## src/rsic_regs.vh

```
// Purpose: constants for the reset, sleep and interrupt control unit
// Assumes: 200 MHz ref_clk, 32-bit classic wishbone register bus
// Notes: offsets are byte addresses of aligned words
`ifndef RSIC_REGS_VH
`define RSIC_REGS_VH

// ----------------------------------------------------------------
// timing
// ----------------------------------------------------------------
`define RSIC_CLK_KHZ 200000
`define RSIC_OST_MS 18
`define RSIC_WDT_MS 18
`define RSIC_OST_CYCLES (`RSIC_OST_MS * `RSIC_CLK_KHZ)
`define RSIC_WDT_CYCLES (`RSIC_WDT_MS * `RSIC_CLK_KHZ)

// ----------------------------------------------------------------
// register offsets
// ----------------------------------------------------------------
`define RSIC_OFF_STATUS 8'h00
`define RSIC_OFF_BANK 8'h04
`define RSIC_OFF_INT_STATUS 8'h08
`define RSIC_OFF_INT_MASK 8'h0C
`define RSIC_OFF_WDT_CTRL 8'h10
`define RSIC_OFF_TIMER_CFG 8'h14
`define RSIC_OFF_IO_DIR5 8'h18
`define RSIC_OFF_IO_DIR6 8'h1C
`define RSIC_OFF_IO_DIR7 8'h20
`define RSIC_OFF_STATE 8'h24
`define RSIC_OFF_PC 8'h28

// ----------------------------------------------------------------
// field positions
// ----------------------------------------------------------------
`define RSIC_ST_TIMEOUT 4
`define RSIC_ST_PWRDOWN 3
`define RSIC_ST_POR_LO 5
`define RSIC_ST_POR_HI 6
`define RSIC_WC_WAKE_DIS 0
`define RSIC_WC_ROPT 3
`define RSIC_WC_OSC_RUN 4
`define RSIC_WC_WDT_EN 5
`define RSIC_WC_OPEN_DRAIN 6
`define RSIC_TC_GIE 6
`define RSIC_TC_PAB 3
`define RSIC_IRQ_TICK 0
`define RSIC_IRQ_EXT 3

// ----------------------------------------------------------------
// reset values and masks
// ----------------------------------------------------------------
`define RSIC_RST_TIMER_CFG 8'hBF
`define RSIC_RST_WDT_CTRL_SET 8'h31
`define RSIC_RST_WDT_CTRL_CLR 8'h48
`define RSIC_WDT_CTRL_USED 8'h79
`define RSIC_IRQ_USED 8'h09
`define RSIC_RST_IO_DIR 8'hFF
`define RSIC_PC_ALL_ONES 12'hFFF
`define RSIC_VEC_HW 12'h001
`define RSIC_VEC_SW 12'h002

// ----------------------------------------------------------------
// opcodes handled here
// ----------------------------------------------------------------
`define RSIC_OP_SLEEP 13'h0003
`define RSIC_OP_WDT_CLR 13'h0004
`define RSIC_OP_IRQ_ON 13'h0010
`define RSIC_OP_IRQ_OFF 13'h0011
`define RSIC_OP_IRQ_RET 13'h0013
`define RSIC_OP_SOFT_TRAP 13'h1E02

// ----------------------------------------------------------------
// states
// ----------------------------------------------------------------
`define RSIC_S_HOLD 3'h0
`define RSIC_S_RUN 3'h1
`define RSIC_S_HALT 3'h2
`define RSIC_S_STOP 3'h3
`define RSIC_S_WAKE 3'h4

`endif

```

## src/rsic_ctrl.v

```verilog
// Purpose: reset, sleep and interrupt control unit of an 8-bit core
// Assumes: all inputs synchronous to ref_clk; core executes one opcode per instr_valid
// Notes: reset_n is the power-on reset; rst_pin_n is the external reset pin
//
// Functional notes
// [RL1] reset from power-on, pin low, watchdog timeout
// [RL2] hold reset one start-up period after cause
// [RL3] program counter loads all ones on reset
// [RL4] power-on only clears status and bank bits
// [RL5] all port pins become inputs on reset
// [RL6] clear watchdog and prescaler; enable from option
// [RL7] timer config all ones except global enable
// [RL8] set reset values of watchdog control, interrupts
// [RL9] sleep opcode stops oscillator, clears watchdog
// [RL10] halt wakes only by timeout or pin reset
// [RL11] clearing oscillator run bit enters stop mode
// [RL12] pin wake from stop resumes without reset
// [RL13] software prepares wake pins before stop
// [RL14] pin wake re-enables watchdog when option set
// [RL15] timeout or pin reset in stop resets
// [RL16] tick and external requests flagged, mask gated
// [RL17] enabled hardware interrupt vectors to 001
// [RL18] opcodes set and clear global enable
// [RL19] flags set regardless of masks
// [RL20] status read returns flags and mask
// [RL21] return opcode pops stack, sets global enable
// [RL22] soft trap pushes return, vectors to 002; code takes the trap only while global enable is set
// [RL23] service routine clears flag before return
// [RL24] falling external pin and overflow set flags
// [RL25] wake edge sets run bit, restart waits
// [RL26] wake pins enabled when disable bit low
// [RL27] hardware interrupt pushes and clears global enable
`timescale 1ns/1ps
`include "rsic_regs.vh"

module rsic_ctrl #(
	parameter OST_CYCLES = `RSIC_OST_CYCLES,
	parameter WDT_CYCLES = `RSIC_WDT_CYCLES
) (
	// clock and power-on reset
	input wire ref_clk,
	input wire reset_n,
	// wishbone slave
	input wire wb_cyc_i,
	input wire wb_stb_i,
	input wire wb_we_i,
	input wire [7:0] wb_adr_i,
	input wire [3:0] wb_sel_i,
	input wire [31:0] wb_dat_i,
	output reg [31:0] wb_dat_o,
	output reg wb_ack_o,
	// pins and options
	input wire rst_pin_n,
	input wire ext_irq_pin,
	input wire [9:0] wake_pins,
	input wire wdt_option_bit,
	input wire tick_overflow,
	// core instruction side
	input wire instr_valid,
	input wire [12:0] instr_code,
	input wire [11:0] next_pc,
	input wire [11:0] stack_top,
	// core control
	output reg core_reset,
	output reg core_stall,
	output reg osc_enable,
	output reg pc_load,
	output reg [11:0] program_counter,
	output reg stack_push,
	output reg [11:0] push_addr,
	output reg stack_pop,
	output reg prescaler_clear,
	// port control
	output reg [23:0] port_dir,
	output reg open_drain_en,
	output reg ropt_en,
	output reg pull_up_en_n,
	output reg wdt_enable
);

	// ----------------------------------------------------------------
	// helpers
	// ----------------------------------------------------------------
	function hit;
		input [7:0] adr;
		input [7:0] off;
		begin
			hit = (adr[7:2] == off[7:2]);
		end
	endfunction

	// ----------------------------------------------------------------
	// state and storage
	// ----------------------------------------------------------------
	reg [2:0] state_q;
	reg [2:0] state_d;
	reg [31:0] hold_cnt_q;
	reg por_q;
	reg [7:0] status_reg;
	reg [7:0] bank_select_reg;
	reg [7:0] int_status_reg;
	reg [7:0] int_mask_reg;
	reg [7:0] wdt_ctrl_reg;
	reg [7:0] timer_config_reg;
	reg [31:0] wdt_cnt_q;
	reg [7:0] wdt_pre_q;
	reg ext_prev_q;
	reg [9:0] wake_prev_q;
	reg osc_run_prev_q;

	wire bus_req = wb_cyc_i & wb_stb_i & ~wb_ack_o;
	wire bus_wr = bus_req & wb_we_i & wb_sel_i[0];
	wire [7:0] wd = wb_dat_i[7:0];
	wire running = (state_q == `RSIC_S_RUN);

	// ----------------------------------------------------------------
	// watchdog
	// ----------------------------------------------------------------
	wire wdt_on = wdt_option_bit & wdt_ctrl_reg[`RSIC_WC_WDT_EN];
	wire [7:0] wdt_ratio_m1 = timer_config_reg[`RSIC_TC_PAB] ?
		((8'h01 << timer_config_reg[2:0]) - 8'h01) : 8'h00;
	wire wdt_base_tick = (wdt_cnt_q == WDT_CYCLES - 1);
	wire wdt_timeout = wdt_on & (state_q != `RSIC_S_HOLD) & wdt_base_tick & (wdt_pre_q == wdt_ratio_m1); // RL1
	wire op_sleep = running & instr_valid & (instr_code == `RSIC_OP_SLEEP);
	wire op_wdt_clr = running & instr_valid & (instr_code == `RSIC_OP_WDT_CLR);

	// ----------------------------------------------------------------
	// wake and interrupt events
	// ----------------------------------------------------------------
	// falling edge on any enabled wake pin; pins assumed pulled high when idle
	wire wake_edge = ~wdt_ctrl_reg[`RSIC_WC_WAKE_DIS] & (|(wake_prev_q & ~wake_pins)); // RL26
	wire ext_fall = ext_prev_q & ~ext_irq_pin; // RL24
	wire reset_event = ~rst_pin_n | wdt_timeout; // RL1 RL10 RL15
	wire osc_run_fall = osc_run_prev_q & ~wdt_ctrl_reg[`RSIC_WC_OSC_RUN];
	wire gie = timer_config_reg[`RSIC_TC_GIE];
	wire [7:0] irq_seen = int_status_reg & int_mask_reg;
	wire irq_take = running & gie & (|irq_seen) & ~osc_run_fall; // RL17
	wire op_irq_on = running & ~irq_take & instr_valid & (instr_code == `RSIC_OP_IRQ_ON);
	wire op_irq_off = running & ~irq_take & instr_valid & (instr_code == `RSIC_OP_IRQ_OFF);
	wire op_irq_ret = running & ~irq_take & instr_valid & (instr_code == `RSIC_OP_IRQ_RET);
	wire op_trap = running & ~irq_take & gie & instr_valid & (instr_code == `RSIC_OP_SOFT_TRAP);
	wire hold_done = (hold_cnt_q >= OST_CYCLES - 1);
	wire wake_done = (state_q == `RSIC_S_WAKE) & hold_done;

	// ----------------------------------------------------------------
	// sequencing
	// ----------------------------------------------------------------
	always @* begin
		state_d = state_q;
		case (state_q)
			`RSIC_S_HOLD: begin
				if (hold_done) begin
					state_d = `RSIC_S_RUN; // RL2
				end
			end
			`RSIC_S_RUN: begin
				if (op_sleep) begin
					state_d = `RSIC_S_HALT; // RL9
				end else if (osc_run_fall) begin
					state_d = `RSIC_S_STOP; // RL11
				end
			end
			`RSIC_S_HALT: begin
				state_d = `RSIC_S_HALT;
			end
			`RSIC_S_STOP: begin
				if (wake_edge) begin
					state_d = `RSIC_S_WAKE; // RL12
				end
			end
			`RSIC_S_WAKE: begin
				if (hold_done) begin
					state_d = `RSIC_S_RUN; // RL25
				end
			end
			default: begin
				state_d = `RSIC_S_HOLD;
			end
		endcase
		if (reset_event) begin
			state_d = `RSIC_S_HOLD; // RL10 RL15
		end
	end

	always @(posedge ref_clk or negedge reset_n) begin
		if (!reset_n) begin
			state_q <= `RSIC_S_HOLD;
			hold_cnt_q <= 32'h00000000;
			por_q <= 1'b1;
		end else begin
			state_q <= state_d;
			// counter restarts on every cause, so a held pin stretches the hold
			if (reset_event || (state_d != state_q)) begin
				hold_cnt_q <= 32'h00000000; // RL2
			end else if (((state_q == `RSIC_S_HOLD) || (state_q == `RSIC_S_WAKE)) && !hold_done) begin
				hold_cnt_q <= hold_cnt_q + 32'h00000001;
			end
			if (state_q == `RSIC_S_HOLD && hold_done) begin
				por_q <= 1'b0;
			end
		end
	end

	// ----------------------------------------------------------------
	// watchdog counter and shared prescaler
	// ----------------------------------------------------------------
	always @(posedge ref_clk or negedge reset_n) begin
		if (!reset_n) begin
			wdt_cnt_q <= 32'h00000000;
			wdt_pre_q <= 8'h00;
		end else if (reset_event || state_q == `RSIC_S_HOLD || op_sleep || op_wdt_clr || !wdt_on) begin
			wdt_cnt_q <= 32'h00000000; // RL6 RL9
			wdt_pre_q <= 8'h00;
		end else if (wdt_base_tick) begin
			// keeps counting in both sleep modes
			wdt_cnt_q <= 32'h00000000;
			wdt_pre_q <= (wdt_pre_q == wdt_ratio_m1) ? 8'h00 : wdt_pre_q + 8'h01;
		end else begin
			wdt_cnt_q <= wdt_cnt_q + 32'h00000001;
		end
	end

	// ----------------------------------------------------------------
	// registers
	// ----------------------------------------------------------------
	always @(posedge ref_clk or negedge reset_n) begin
		if (!reset_n) begin
			status_reg <= 8'h18;
			bank_select_reg <= 8'h00;
			int_status_reg <= 8'h00;
			int_mask_reg <= 8'h00;
			wdt_ctrl_reg <= `RSIC_RST_WDT_CTRL_SET;
			timer_config_reg <= `RSIC_RST_TIMER_CFG;
			port_dir <= {3{`RSIC_RST_IO_DIR}};
			ext_prev_q <= 1'b1;
			wake_prev_q <= 10'h3FF;
			osc_run_prev_q <= 1'b1;
		end else begin
			ext_prev_q <= ext_irq_pin;
			wake_prev_q <= wake_pins;
			osc_run_prev_q <= wdt_ctrl_reg[`RSIC_WC_OSC_RUN];
			if (reset_event) begin
				timer_config_reg <= `RSIC_RST_TIMER_CFG; // RL7
				wdt_ctrl_reg <= (wdt_ctrl_reg & ~`RSIC_RST_WDT_CTRL_CLR) | `RSIC_RST_WDT_CTRL_SET; // RL8
				int_status_reg <= 8'h00; // RL8
				int_mask_reg <= 8'h00;
				port_dir <= {3{`RSIC_RST_IO_DIR}}; // RL5
				if (wdt_timeout) begin
					status_reg[`RSIC_ST_TIMEOUT] <= 1'b0; // RL10
				end
				if (por_q) begin
					status_reg[`RSIC_ST_POR_HI:`RSIC_ST_POR_LO] <= 2'b00; // RL4
					bank_select_reg[7:6] <= 2'b00;
				end
			end else begin
				if (bus_wr) begin
					if (hit(wb_adr_i, `RSIC_OFF_STATUS)) begin
						status_reg <= {wd[7:5], status_reg[4:3], wd[2:0]};
					end
					if (hit(wb_adr_i, `RSIC_OFF_BANK)) begin
						bank_select_reg <= wd;
					end
					if (hit(wb_adr_i, `RSIC_OFF_INT_MASK)) begin
						int_mask_reg <= wd & `RSIC_IRQ_USED;
					end
					if (hit(wb_adr_i, `RSIC_OFF_WDT_CTRL)) begin
						wdt_ctrl_reg <= wd & `RSIC_WDT_CTRL_USED; // RL11
					end
					if (hit(wb_adr_i, `RSIC_OFF_TIMER_CFG)) begin
						timer_config_reg <= {wd[7], timer_config_reg[`RSIC_TC_GIE], wd[5:0]};
					end
					if (hit(wb_adr_i, `RSIC_OFF_IO_DIR5)) begin
						port_dir[7:0] <= wd;
					end
					if (hit(wb_adr_i, `RSIC_OFF_IO_DIR6)) begin
						port_dir[15:8] <= wd;
					end
					if (hit(wb_adr_i, `RSIC_OFF_IO_DIR7)) begin
						port_dir[23:16] <= wd;
					end
				end
				// software can only clear flags; a same-cycle event still lands
				int_status_reg <= ((bus_wr && hit(wb_adr_i, `RSIC_OFF_INT_STATUS)) ?
					(int_status_reg & wd) : int_status_reg)
					| {4'h0, ext_fall, 2'b00, tick_overflow}; // RL16 RL19 RL24
				if (wake_edge) begin
					wdt_ctrl_reg[`RSIC_WC_OSC_RUN] <= 1'b1; // RL25
				end
				if (wake_done && wdt_option_bit) begin
					wdt_ctrl_reg[`RSIC_WC_WDT_EN] <= 1'b1; // RL14
				end
				if (op_sleep) begin
					status_reg[`RSIC_ST_TIMEOUT] <= 1'b1;
					status_reg[`RSIC_ST_PWRDOWN] <= 1'b0; // RL10
				end
				if (op_wdt_clr) begin
					status_reg[`RSIC_ST_TIMEOUT] <= 1'b1;
					status_reg[`RSIC_ST_PWRDOWN] <= 1'b1;
				end
				if (op_irq_on || op_irq_ret) begin
					timer_config_reg[`RSIC_TC_GIE] <= 1'b1; // RL18 RL21
				end
				if (op_irq_off || irq_take || op_trap) begin
					timer_config_reg[`RSIC_TC_GIE] <= 1'b0; // RL18 RL27
				end
			end
		end
	end

	// ----------------------------------------------------------------
	// program counter and stack strobes
	// ----------------------------------------------------------------
	always @(posedge ref_clk or negedge reset_n) begin
		if (!reset_n) begin
			program_counter <= `RSIC_PC_ALL_ONES;
			pc_load <= 1'b0;
			stack_push <= 1'b0;
			stack_pop <= 1'b0;
			push_addr <= 12'h000;
		end else begin
			pc_load <= 1'b0;
			stack_push <= 1'b0;
			stack_pop <= 1'b0;
			if (reset_event) begin
				program_counter <= `RSIC_PC_ALL_ONES; // RL3
			end else if (state_q == `RSIC_S_HOLD && hold_done) begin
				program_counter <= `RSIC_PC_ALL_ONES; // RL3
				pc_load <= 1'b1;
			end else if (irq_take) begin
				program_counter <= `RSIC_VEC_HW; // RL17
				pc_load <= 1'b1;
				stack_push <= 1'b1; // RL27
				push_addr <= next_pc;
			end else if (op_trap) begin
				program_counter <= `RSIC_VEC_SW; // RL22
				pc_load <= 1'b1;
				stack_push <= 1'b1;
				push_addr <= next_pc;
			end else if (op_irq_ret) begin
				program_counter <= stack_top; // RL21
				pc_load <= 1'b1;
				stack_pop <= 1'b1;
			end else if (instr_valid && running) begin
				program_counter <= next_pc;
			end
		end
	end

	// ----------------------------------------------------------------
	// core and port control outputs
	// ----------------------------------------------------------------
	always @(posedge ref_clk or negedge reset_n) begin
		if (!reset_n) begin
			core_reset <= 1'b1;
			core_stall <= 1'b1;
			osc_enable <= 1'b1;
			prescaler_clear <= 1'b1;
			wdt_enable <= 1'b0;
			open_drain_en <= 1'b0;
			ropt_en <= 1'b0;
			pull_up_en_n <= 1'b1;
		end else begin
			core_reset <= (state_d == `RSIC_S_HOLD); // RL2
			core_stall <= (state_d != `RSIC_S_RUN);
			// oscillator runs during hold; stops in both sleep modes
			osc_enable <= (state_d != `RSIC_S_HALT) && (state_d != `RSIC_S_STOP); // RL9 RL11
			prescaler_clear <= reset_event | op_sleep | op_wdt_clr; // RL6
			wdt_enable <= wdt_on; // RL6
			open_drain_en <= wdt_ctrl_reg[`RSIC_WC_OPEN_DRAIN];
			ropt_en <= wdt_ctrl_reg[`RSIC_WC_ROPT];
			pull_up_en_n <= timer_config_reg[7];
		end
	end

	// ----------------------------------------------------------------
	// wishbone read and ack
	// ----------------------------------------------------------------
	reg [7:0] rd;

	always @* begin
		rd = 8'h00;
		if (hit(wb_adr_i, `RSIC_OFF_STATUS)) begin
			rd = status_reg;
		end else if (hit(wb_adr_i, `RSIC_OFF_BANK)) begin
			rd = bank_select_reg;
		end else if (hit(wb_adr_i, `RSIC_OFF_INT_STATUS)) begin
			rd = irq_seen; // RL20
		end else if (hit(wb_adr_i, `RSIC_OFF_INT_MASK)) begin
			rd = int_mask_reg;
		end else if (hit(wb_adr_i, `RSIC_OFF_WDT_CTRL)) begin
			rd = wdt_ctrl_reg;
		end else if (hit(wb_adr_i, `RSIC_OFF_TIMER_CFG)) begin
			rd = timer_config_reg;
		end else if (hit(wb_adr_i, `RSIC_OFF_IO_DIR5)) begin
			rd = port_dir[7:0];
		end else if (hit(wb_adr_i, `RSIC_OFF_IO_DIR6)) begin
			rd = port_dir[15:8];
		end else if (hit(wb_adr_i, `RSIC_OFF_IO_DIR7)) begin
			rd = port_dir[23:16];
		end else if (hit(wb_adr_i, `RSIC_OFF_STATE)) begin
			rd = {3'b000, wdt_on, por_q, state_q};
		end
	end

	always @(posedge ref_clk or negedge reset_n) begin
		if (!reset_n) begin
			wb_ack_o <= 1'b0;
			wb_dat_o <= 32'h00000000;
		end else begin
			// one wait state; unmapped words read zero and still ack
			wb_ack_o <= bus_req;
			if (bus_req && !wb_we_i) begin
				if (hit(wb_adr_i, `RSIC_OFF_PC)) begin
					wb_dat_o <= {20'h00000, program_counter};
				end else begin
					wb_dat_o <= {24'h000000, rd};
				end
			end
		end
	end

endmodule // rsic_ctrl

```

## config.mk

```make
export PLATFORM = sky130hd
export DESIGN_NAME = rsic_ctrl
export DESIGN_NICKNAME = d
export VERILOG_FILES = /design/src/rsic_ctrl.v
export VERILOG_INCLUDE_DIRS = /design/src /design/src/src
export SDC_FILE = /design/constraint.sdc
export NUM_CORES = 1
export LEC_CHECK = 0
export BUFFER_PORTS_ARGS = -buffer_cell sky130_fd_sc_hd__buf_2
export CORE_MARGIN = 2
export CORE_UTILIZATION = 46
export CTS_BUF_LIST = sky130_fd_sc_hd__clkbuf_4 sky130_fd_sc_hd__clkbuf_8
export DETAILED_ROUTE_END_ITERATION = 16
export GPL_TIMING_DRIVEN = 0
export PLACE_DENSITY = 0.72
export SETUP_SLACK_MARGIN = 0.15
export SYNTH_ARGS = -nofsm -noshare
export SYNTH_HDL_FRONTEND = slang
export SYNTH_SLANG_ARGS = --single-unit
export TNS_END_PERCENT = 1
```

## constraint.sdc

```tcl
create_clock -name ref_clk -period 3.3 [get_ports ref_clk]
set_clock_uncertainty 0.15 [all_clocks]
set_input_delay 0.99 -clock ref_clk [delete_from_list [all_inputs] [get_ports ref_clk]]
set_output_delay 0.99 -clock ref_clk [all_outputs]
set_load 0.05 [all_outputs]
```

[Word-level counts from Yosys, hierarchy flattened]
Cells that the tools add are included.
Word-level totals
  bits in registers: 225
  input bits: 101
  output and inout bits: 92
  logic and storage cells: 253
Operators by class
  add/sub/neg operators: 4
  $lt $le $gt $ge: 1
  equality and inequality tests: 28
  shifts and indexed selects: 1
  muxes and demuxes: 76
  bitwise gates (word level): 43
  reduce and logical (&&, ||, !) cells: 61
Operators with widths (number)
  8-bit 2-to-1 mux: 26
  32-bit 2-to-1 mux: 4
  12-bit 2-to-1 mux: 9
  32-bit by 1-bit adder with 32-bit output, second input constant: 2
  24-bit 2-to-1 mux: 2
  13-bit by 5-bit == test with 1-bit output, second input constant: 3
  7-bit 2-to-1 mux: 5
  32-bit by 22-bit == test with 1-bit output, second input constant: 1
  32-bit by 22-bit greater-or-equal comparator with 1-bit output, second input constant: 1
  1-bit bitwise AND: 26
  2-bit nonzero test: 13
  6-bit by 3-bit == test with 1-bit output, second input constant: 4
  3-bit nonzero test: 7
  2-bit AND reduction: 10
  6-bit by 4-bit == test with 1-bit output, second input constant: 3
  1-bit 2-to-1 mux: 18
  3-bit 2-to-1 mux: 6
  8-bit bitwise AND: 2
  3-bit AND reduction: 5
  13-bit == test, second input constant: 1
  13-bit by 2-bit == test with 1-bit output, second input constant: 1
  13-bit by 3-bit == test with 1-bit output, second input constant: 1
  6-bit by 2-bit == test with 1-bit output, second input constant: 2
  3-bit case mux with 4 select lines: 1
  other kinds (28): 61

[Logic depth before layout (Yosys ltp)]
Gate-level depths: netlist of the first run.
  word-level depth: 13
  depth in mapped cells: 9
  depth with buffers taken out: 6

[Least setup slack after synthesis of the first run]
OpenSTA, ideal clock, no wires.
  kind: input to register
  from: input instr_code[3]
  to: register hold_cnt_q[3]
  setup time: 0.131 ns
  arrival: 2.747 ns
  data required time: 3.019 ns
  slack: 0.272 ns
  stages: 8
  path buffers: 2
  path through: or4_4 > buf_6 > or4b_4 > nand3_2 > o31ai_4 > nor2_8 > buf_12 > nor3_2
On the way
  longest elaborated chain between the ends: 8
  elaborated cells on any way between the ends: 9
  classes of those cells: eq/ne: 2; mux: 4; bitwise: 1; reduce/logical: 2
Ends and longest elaborated chain
  start, declared: line rsic_ctrl.v:60  | input wire [12:0] instr_code,
  13-bit by 2-bit == test with 1-bit output (no source line) (*)
  1-bit bitwise AND (*): line rsic_ctrl.v:124  | wire op_sleep = running & instr_valid & (instr_code == `RSIC_OP_SLEEP);
  3-bit 2-to-1 mux (*): line rsic_ctrl.v:157  | if (op_sleep) begin
  3-bit case mux with 4 select lines (*): line rsic_ctrl.v:150  | case (state_q)
  3-bit 2-to-1 mux (*): line rsic_ctrl.v:180  | if (reset_event) begin
  3-bit inequality test (*): line rsic_ctrl.v:193  | if (reset_event || (state_d != state_q)) begin
  1-bit logical OR (*): line rsic_ctrl.v:193
  32-bit 2-to-1 mux or 2-bit nonzero test (tied branches)
  end signal, assigned: line rsic_ctrl.v:196  | hold_cnt_q <= hold_cnt_q + 32'h00000001;
  end, declared: line rsic_ctrl.v:97  | reg [31:0] hold_cnt_q;
Mark *: on every way between the ends. The rest lies on a longest branch, timed or not.
A chain may end at the register's enable or synchronous reset.

[Final worst setup path of the first run]
  from: input instr_code[3]
  to: register hold_cnt_q[15]
The elaborated chain is that of the path after synthesis.

==> impl_metrics.tcl, run 1 <==
set metrics [dict create \
    outcome "finished clean" \
    final_cell_mix "buf_2 (145), dfrtp_1 (127), nand2_1 (95)" \
    endpoint "hold_cnt_q[15]$_DFFE_PN0P_" \
    die_area_um2 23400 \
    cts_tree "done" \
    synth_flop_cell "dfrtp_1" \
    drtIter0Drc 584 \
    n_fill_cell 1993 \
    ff_latch_area_um2 4910 \
    vias_per_cell 5.71 \
    cp_max_fo 10 \
    grt_pass1_vias 8295 \
    synth-seq-area-share_pct 48.1 \
    wl_per_cell_um 18.1 \
    grt_pass1_wl_um 43700 \
    p_switching_mw 1.27 \
    core-area_um2 21800 \
    synth.distinct_cells 86 \
    insertion_delay_ns 0.47 \
    power_frac_comb_pct 9.8 \
    cts_made_buffers 17 \
    path_clk_slew_ns 0.11 \
    ios 193 \
    dpl.hpwl_um 19800 \
    total_leakage_power_nw 4.96 \
    p_per_area_nw_per_um2 395 \
    die_h_um 153 \
    worstPathArrival_ns 3.35 \
    worst_pin_slew_ns 1.06 \
    cap_violations 0 \
    crit_type "in2reg" \
    async_reset_ff_share_pct 100 \
    cts_hold_buf 0 \
    ir_drop_v 0.000304 \
    grt.overflow.total 0 \
    grtUsageTotal_pct 23.0 \
    final_common_cell "buf_2" \
    drive_gt1_share_pct 28.5 \
    rsz0062_at_grt "true" \
    multi_input_area_um2 4880 \
    syn_area_um2 10200 \
    synth-seq-cells 193 \
    clkPwrFrac_pct 37.9 \
    vias 8441 \
    largestRegisters "hold_cnt_q (32), wdt_cnt_q (32), port_dir (24)" \
    final_util_pct 54.1 \
    place_congestion 0.928 \
    grt_max_degree 98 \
    setup_viol 0 \
    regToRegStartpoint "wake_prev_q[7]$_DFF_PN1_" \
    htreeDepth 4 \
    worstPathCellList "buf_2, or4_4, buf_6, nor4_1, o21a_1, a311oi_1, o21ai_1, buf_2, nor3_2" \
    min_period_ns 3.14 \
    cpMostUsedCell "buf_2" \
    antenna_found_initial 1 \
    seqPwrFrac_pct 52.2 \
    ff2ff_path_depth 7 \
    syn_inst 1009 \
    clock_sinks 193 \
    die-width_um 153 \
    syn_to_final_growth_pct 15.7 \
    ant_nets 0 \
    num_rows 54 \
    relSlewSlack_pct 27.4 \
    drtPass1Iterations 6 \
    synth_edf_count 0 \
    yosys.area.top_type "dfrtp_1" \
    hp-start "timer_config_reg[7]$_DFFE_PN1P_" \
    required_ns 3.50 \
    crit_slowest_cell "nor4_1" \
    synthTopCellsByArea "dfrtp_1 (31%), dfstp_2 (17%), nand2_1 (3.5%)" \
    start_util_pct 46.8 \
    hold_viol 0 \
    endpoint_kind "register" \
    postSynthAreaPerCell_um2 10.1 \
    swShare_pct 27.2 \
    wirelength_um 26800 \
    drc 0 \
    final-max-slew-violation-count 0 \
    io_buffers 137 \
    final_nets 1289 \
    clockRootBuffer "clkbuf_8" \
    start_kind "input pin" \
    max_freq_mhz 318 \
    yosysWarnings 0 \
    clockBufferDepth 2 \
    synth_top_area_share_pct 31.1 \
    worstSetupStartpoint "instr_code[3]" \
    cts_setup_buffers 0 \
    timing.rr.end "hold_cnt_q[24]$_DFFE_PN0P_" \
    fin_crit_sh_pct 95.2 \
    intPower_mw 3.40 \
    slowest_delay_ns 0.57 \
    fin_hold_ws_ns 0.245 \
    hp-class "reg2reg" \
    reg2reg_slack_ns 0.37 \
]
worst min path at each step:
stage                              to  slack, ns  cells past startpoint
2_1_floorplan  pull_up_en_n$_DFF_PN1_       0.21                      0
3_3_place_gp   pull_up_en_n$_DFF_PN1_       0.23                      0
3_5_place_dp   pull_up_en_n$_DFF_PN1_       0.23                      0
4_1_cts        pull_up_en_n$_DFF_PN1_       0.25                      0
5_1_grt        pull_up_en_n$_DFF_PN1_       0.25                      0
6_report       pull_up_en_n$_DFF_PN1_       0.24                      0
kinds of logic after synthesis:
group | Yosys count | synth area share, %
XOR/XNOR | 53 | 4.55
multiplexers | 54 | 6.17
other | 1 | 0.0367
flip-flops | 193 | 48.1
buffers and inverters | 91 | 4.78
AO/OA/AOI/OAI | 192 | 12.9
AND/OR/NAND/NOR | 422 | 23.1
adder cells (fa/ha/maj) | 3 | 0.368
through the flow:
step,setup slack [ns],TNS [ns],std cells,instance area (um2),total power [mW]
after CTS,0.158,0,1478,11800,4.70
after floorplan,0.272,0,1028,10300,2.75
after global placement,-2.02,-322.18,1445,11300,2.92
final,0.157,0,1479,11800,4.67
after global routing,0.0519,0,1479,11800,4.83
after detailed placement,-0.432,-14.94,1446,11300,2.94
routing by layer:
metal  routed length [um]  share of wire (%)  GRT usage, %  up-vias
met5                    0                  0             0        -
met4                  657                2.5          7.36        0
met3                 1650                6.1          3.91       47
met2                12700                 48          37.4      310
met1                11700                 44          31.4     4131
li1                     -                  -             -     3953
synthesized netlist by cell type, types with 14 or more instances:
cell type,number
nor3_2,20
nor4_1,14
and3_1,17
nor2b_1,18
a21oi_1,42
buf_4,23
dfstp_2,66
nand4_1,21
xnor2_1,23
nand2_1,95
nor2_1,76
o21ai_0,47
nor3_1,25
xor2_1,30
dfrtp_1,127
mux2i_1,28
inv_1,21
mux2_2,14
nand3_1,49
clkbuf_1,27
timing repair:
item	4_1_cts	5_1_grt
gates resized for setup	1	2
pin swaps	0	0
setup endpoints to repair	27	38
final cells by class:
class | instances | area share [%]
inverters | 23 | 0.731
clock buffers | 17 | 1.98
plain buffers | 68 | 3.41
repair buffers | 138 | 6.12
diodes | 1 | 0.0212
flip-flops and latches | 193 | 41.6
multi-input cells | 744 | 41.3
well taps | 280 | 2.97
clock inverters | 15 | 1.89
power by group through the flow:
stage	logic [mW]	clock network, mW	registers (mW)
after global routing	0.496	1.89	2.44
after global placement	0.446	0	2.48
after detailed placement	0.458	0	2.48
after floorplan	0.205	0	2.55
after CTS	0.461	1.80	2.44
final	0.459	1.77	2.44
worst max-delay path: cells and delay by family:
kind,cells,cell delay [ns]
AO/OA/AOI/OAI,3,0.53
buffers and inverters,3,0.64
AND/OR/NAND/NOR,3,1.18
Power figures use the tool's default switching activity.
==> run 2: changes to the inputs <==
--- a/config.mk
+++ b/config.mk
@@ -7,12 +7,14 @@
 export NUM_CORES = 1
 export LEC_CHECK = 0
 export BUFFER_PORTS_ARGS = -buffer_cell sky130_fd_sc_hd__buf_2
+export CELL_PAD_IN_SITES_DETAIL_PLACEMENT = 0
+export CELL_PAD_IN_SITES_GLOBAL_PLACEMENT = 1
 export CORE_MARGIN = 2
-export CORE_UTILIZATION = 46
+export CORE_UTILIZATION = 45
 export CTS_BUF_LIST = sky130_fd_sc_hd__clkbuf_4 sky130_fd_sc_hd__clkbuf_8
 export DETAILED_ROUTE_END_ITERATION = 16
 export GPL_TIMING_DRIVEN = 0
-export PLACE_DENSITY = 0.72
+export PLACE_DENSITY = 0.87
 export SETUP_SLACK_MARGIN = 0.15
 export SYNTH_ARGS = -nofsm -noshare
 export SYNTH_HDL_FRONTEND = slang
==> run 2 against run 1 <==
  * Final cell count is 0.27% higher
  * Hold slack improved by 0.0053 ns
  * Design area fell by 0.25%
  * Maximum frequency down 1.3%
  * Critical path type unchanged
  * Flip-flop and latch count unchanged
  * Global-route usage fell by 0.24 points
  * Largest cell class unchanged
  * Critical path depth stayed put
==> impl_metrics.tcl, run 2 (synthesized netlist as in run 1, its figures left out) <==
set metrics [dict create \
    start_kind "input pin" \
    final_cell_mix "buf_2 (145), dfrtp_1 (127), nand2_1 (95)" \
    ir_drop_v 0.000223 \
    insertion_delay_ns 0.47 \
    clockRootBuffer "clkbuf_8" \
    die_h_um 155 \
    p_per_area_nw_per_um2 386 \
    vias 8250 \
    min_period_ns 3.18 \
    path_clk_slew_ns 0.11 \
    worst_pin_slew_ns 1.09 \
    cp_max_fo 10 \
    final_nets 1289 \
    clockBufferDepth 2 \
    setup_viol 0 \
    fin_crit_sh_pct 96.5 \
    max_freq_mhz 314 \
    ant_nets 0 \
    regToRegStartpoint "wdt_cnt_q[23]$_DFF_PN0_" \
    required_ns 3.50 \
    largestRegisters "hold_cnt_q (32), wdt_cnt_q (32), port_dir (24)" \
    worstSetupStartpoint "instr_code[3]" \
    drtIter0Drc 672 \
    syn_to_final_growth_pct 15.4 \
    htreeDepth 4 \
    relSlewSlack_pct 27.1 \
    die_area_um2 23900 \
    final_util_pct 52.5 \
    cts_made_buffers 17 \
    place_congestion 0.945 \
    ios 193 \
    num_rows 55 \
    grt_pass1_vias 8116 \
    grtUsageTotal_pct 22.7 \
    worstPathArrival_ns 3.38 \
    final-max-slew-violation-count 0 \
    vias_per_cell 5.56 \
    n_fill_cell 2090 \
    clock_sinks 193 \
    core-area_um2 22400 \
    crit_type "in2reg" \
    antenna_found_initial 0 \
    start_util_pct 45.5 \
    rsz0062_at_grt "true" \
    grt.overflow.total 0 \
    cts_setup_buffers 0 \
    final_common_cell "buf_2" \
    antenna_cells 0 \
    reg2reg_slack_ns 0.34 \
    drive_gt1_share_pct 28.6 \
    cts_tree "done" \
    hp-start "timer_config_reg[7]$_DFFE_PN1P_" \
    io_buffers 137 \
    dpl.hpwl_um 19700 \
    total_leakage_power_nw 4.94 \
    hold_viol 0 \
    hp-class "reg2reg" \
    cap_violations 0 \
    wirelength_um 26800 \
    fin_tns_setup_ns 0 \
    endpoint_kind "register" \
    wl_per_cell_um 18.1 \
    drtPass1Iterations 5 \
    drc 0 \
    grt_pass1_wl_um 43500 \
    outcome "finished clean" \
    grt_max_degree 122 \
    finalPower_mw 4.54 \
    die-width_um 155 \
]
run 2: path summary, 6_finish.rpt:
kind | to | depth (start not counted)
max | hold_cnt_q[11]$_DFFE_PN0P_ | 9
min | pull_up_en_n$_DFF_PN1_ | 0
max reg2reg | hold_cnt_q[11]$_DFFE_PN0P_ | 8
min reg2reg | pull_up_en_n$_DFF_PN1_ | 0
max in group asynchronous | hold_cnt_q[10]$_DFFE_PN0P_ | 2
min in group asynchronous | ropt_en$_DFF_PN0_ | 1
run 2: worst max-delay path: stages:
cell,delay (ns)
buf_2,0.09
or4_4,0.52
buf_6,0.15
nor4_1,0.59
o21a_1,0.18
a311oi_1,0.04
o21ai_1,0.31
buf_2,0.41
nor3_2,0.09
run 2: area by class of cell:
type | count | area [um2] | area share, %
Buffer | 68 | 403 | 3.42
Timing Repair Buffer | 138 | 723 | 6.14
Multi-Input combinational cell | 744 | 4880 | 41.5
Clock buffer | 18 | 248 | 2.10
Clock inverter | 14 | 169 | 1.43
Tap cell | 285 | 357 | 3.03
Inverter | 23 | 86.3 | 0.733
Sequential cell | 193 | 4910 | 41.7
run 2: routing by layer:
metal | part of all wire, % | global-route usage [%] | vias to the layer above
li1 | - | - | 3940
met4 | 2.0 | 7.28 | 0
met5 | 0 | 0 | -
met2 | 48 | 36.9 | 241
met1 | 45 | 30.9 | 4030
met3 | 5.4 | 4.34 | 39
run 2: where the power goes:
group,switching (mW),internal [mW]
Clock,0.923,0.722
Sequential,0.0233,2.41
Combinational,0.328,0.132
Total,1.27,3.27
run 2: per-stage QoR:
step,worst slack (ns),hold WS [ns],cell area [um2],cells
detailed placement,-0.462,0.231,11400,1451
CTS,0.135,0.250,11800,1483
global placement,-2.03,0.230,11300,1450
finish,0.117,0.250,11800,1483
global route,0.0795,0.256,11800,1483
floorplan,0.272,0.210,10300,1028
run 2: what timing repair did:
item | in CTS | in global routing
gates resized for setup | 3 | 1
setup endpoints to repair | 36 | 32
hold buffers | 0 | 0
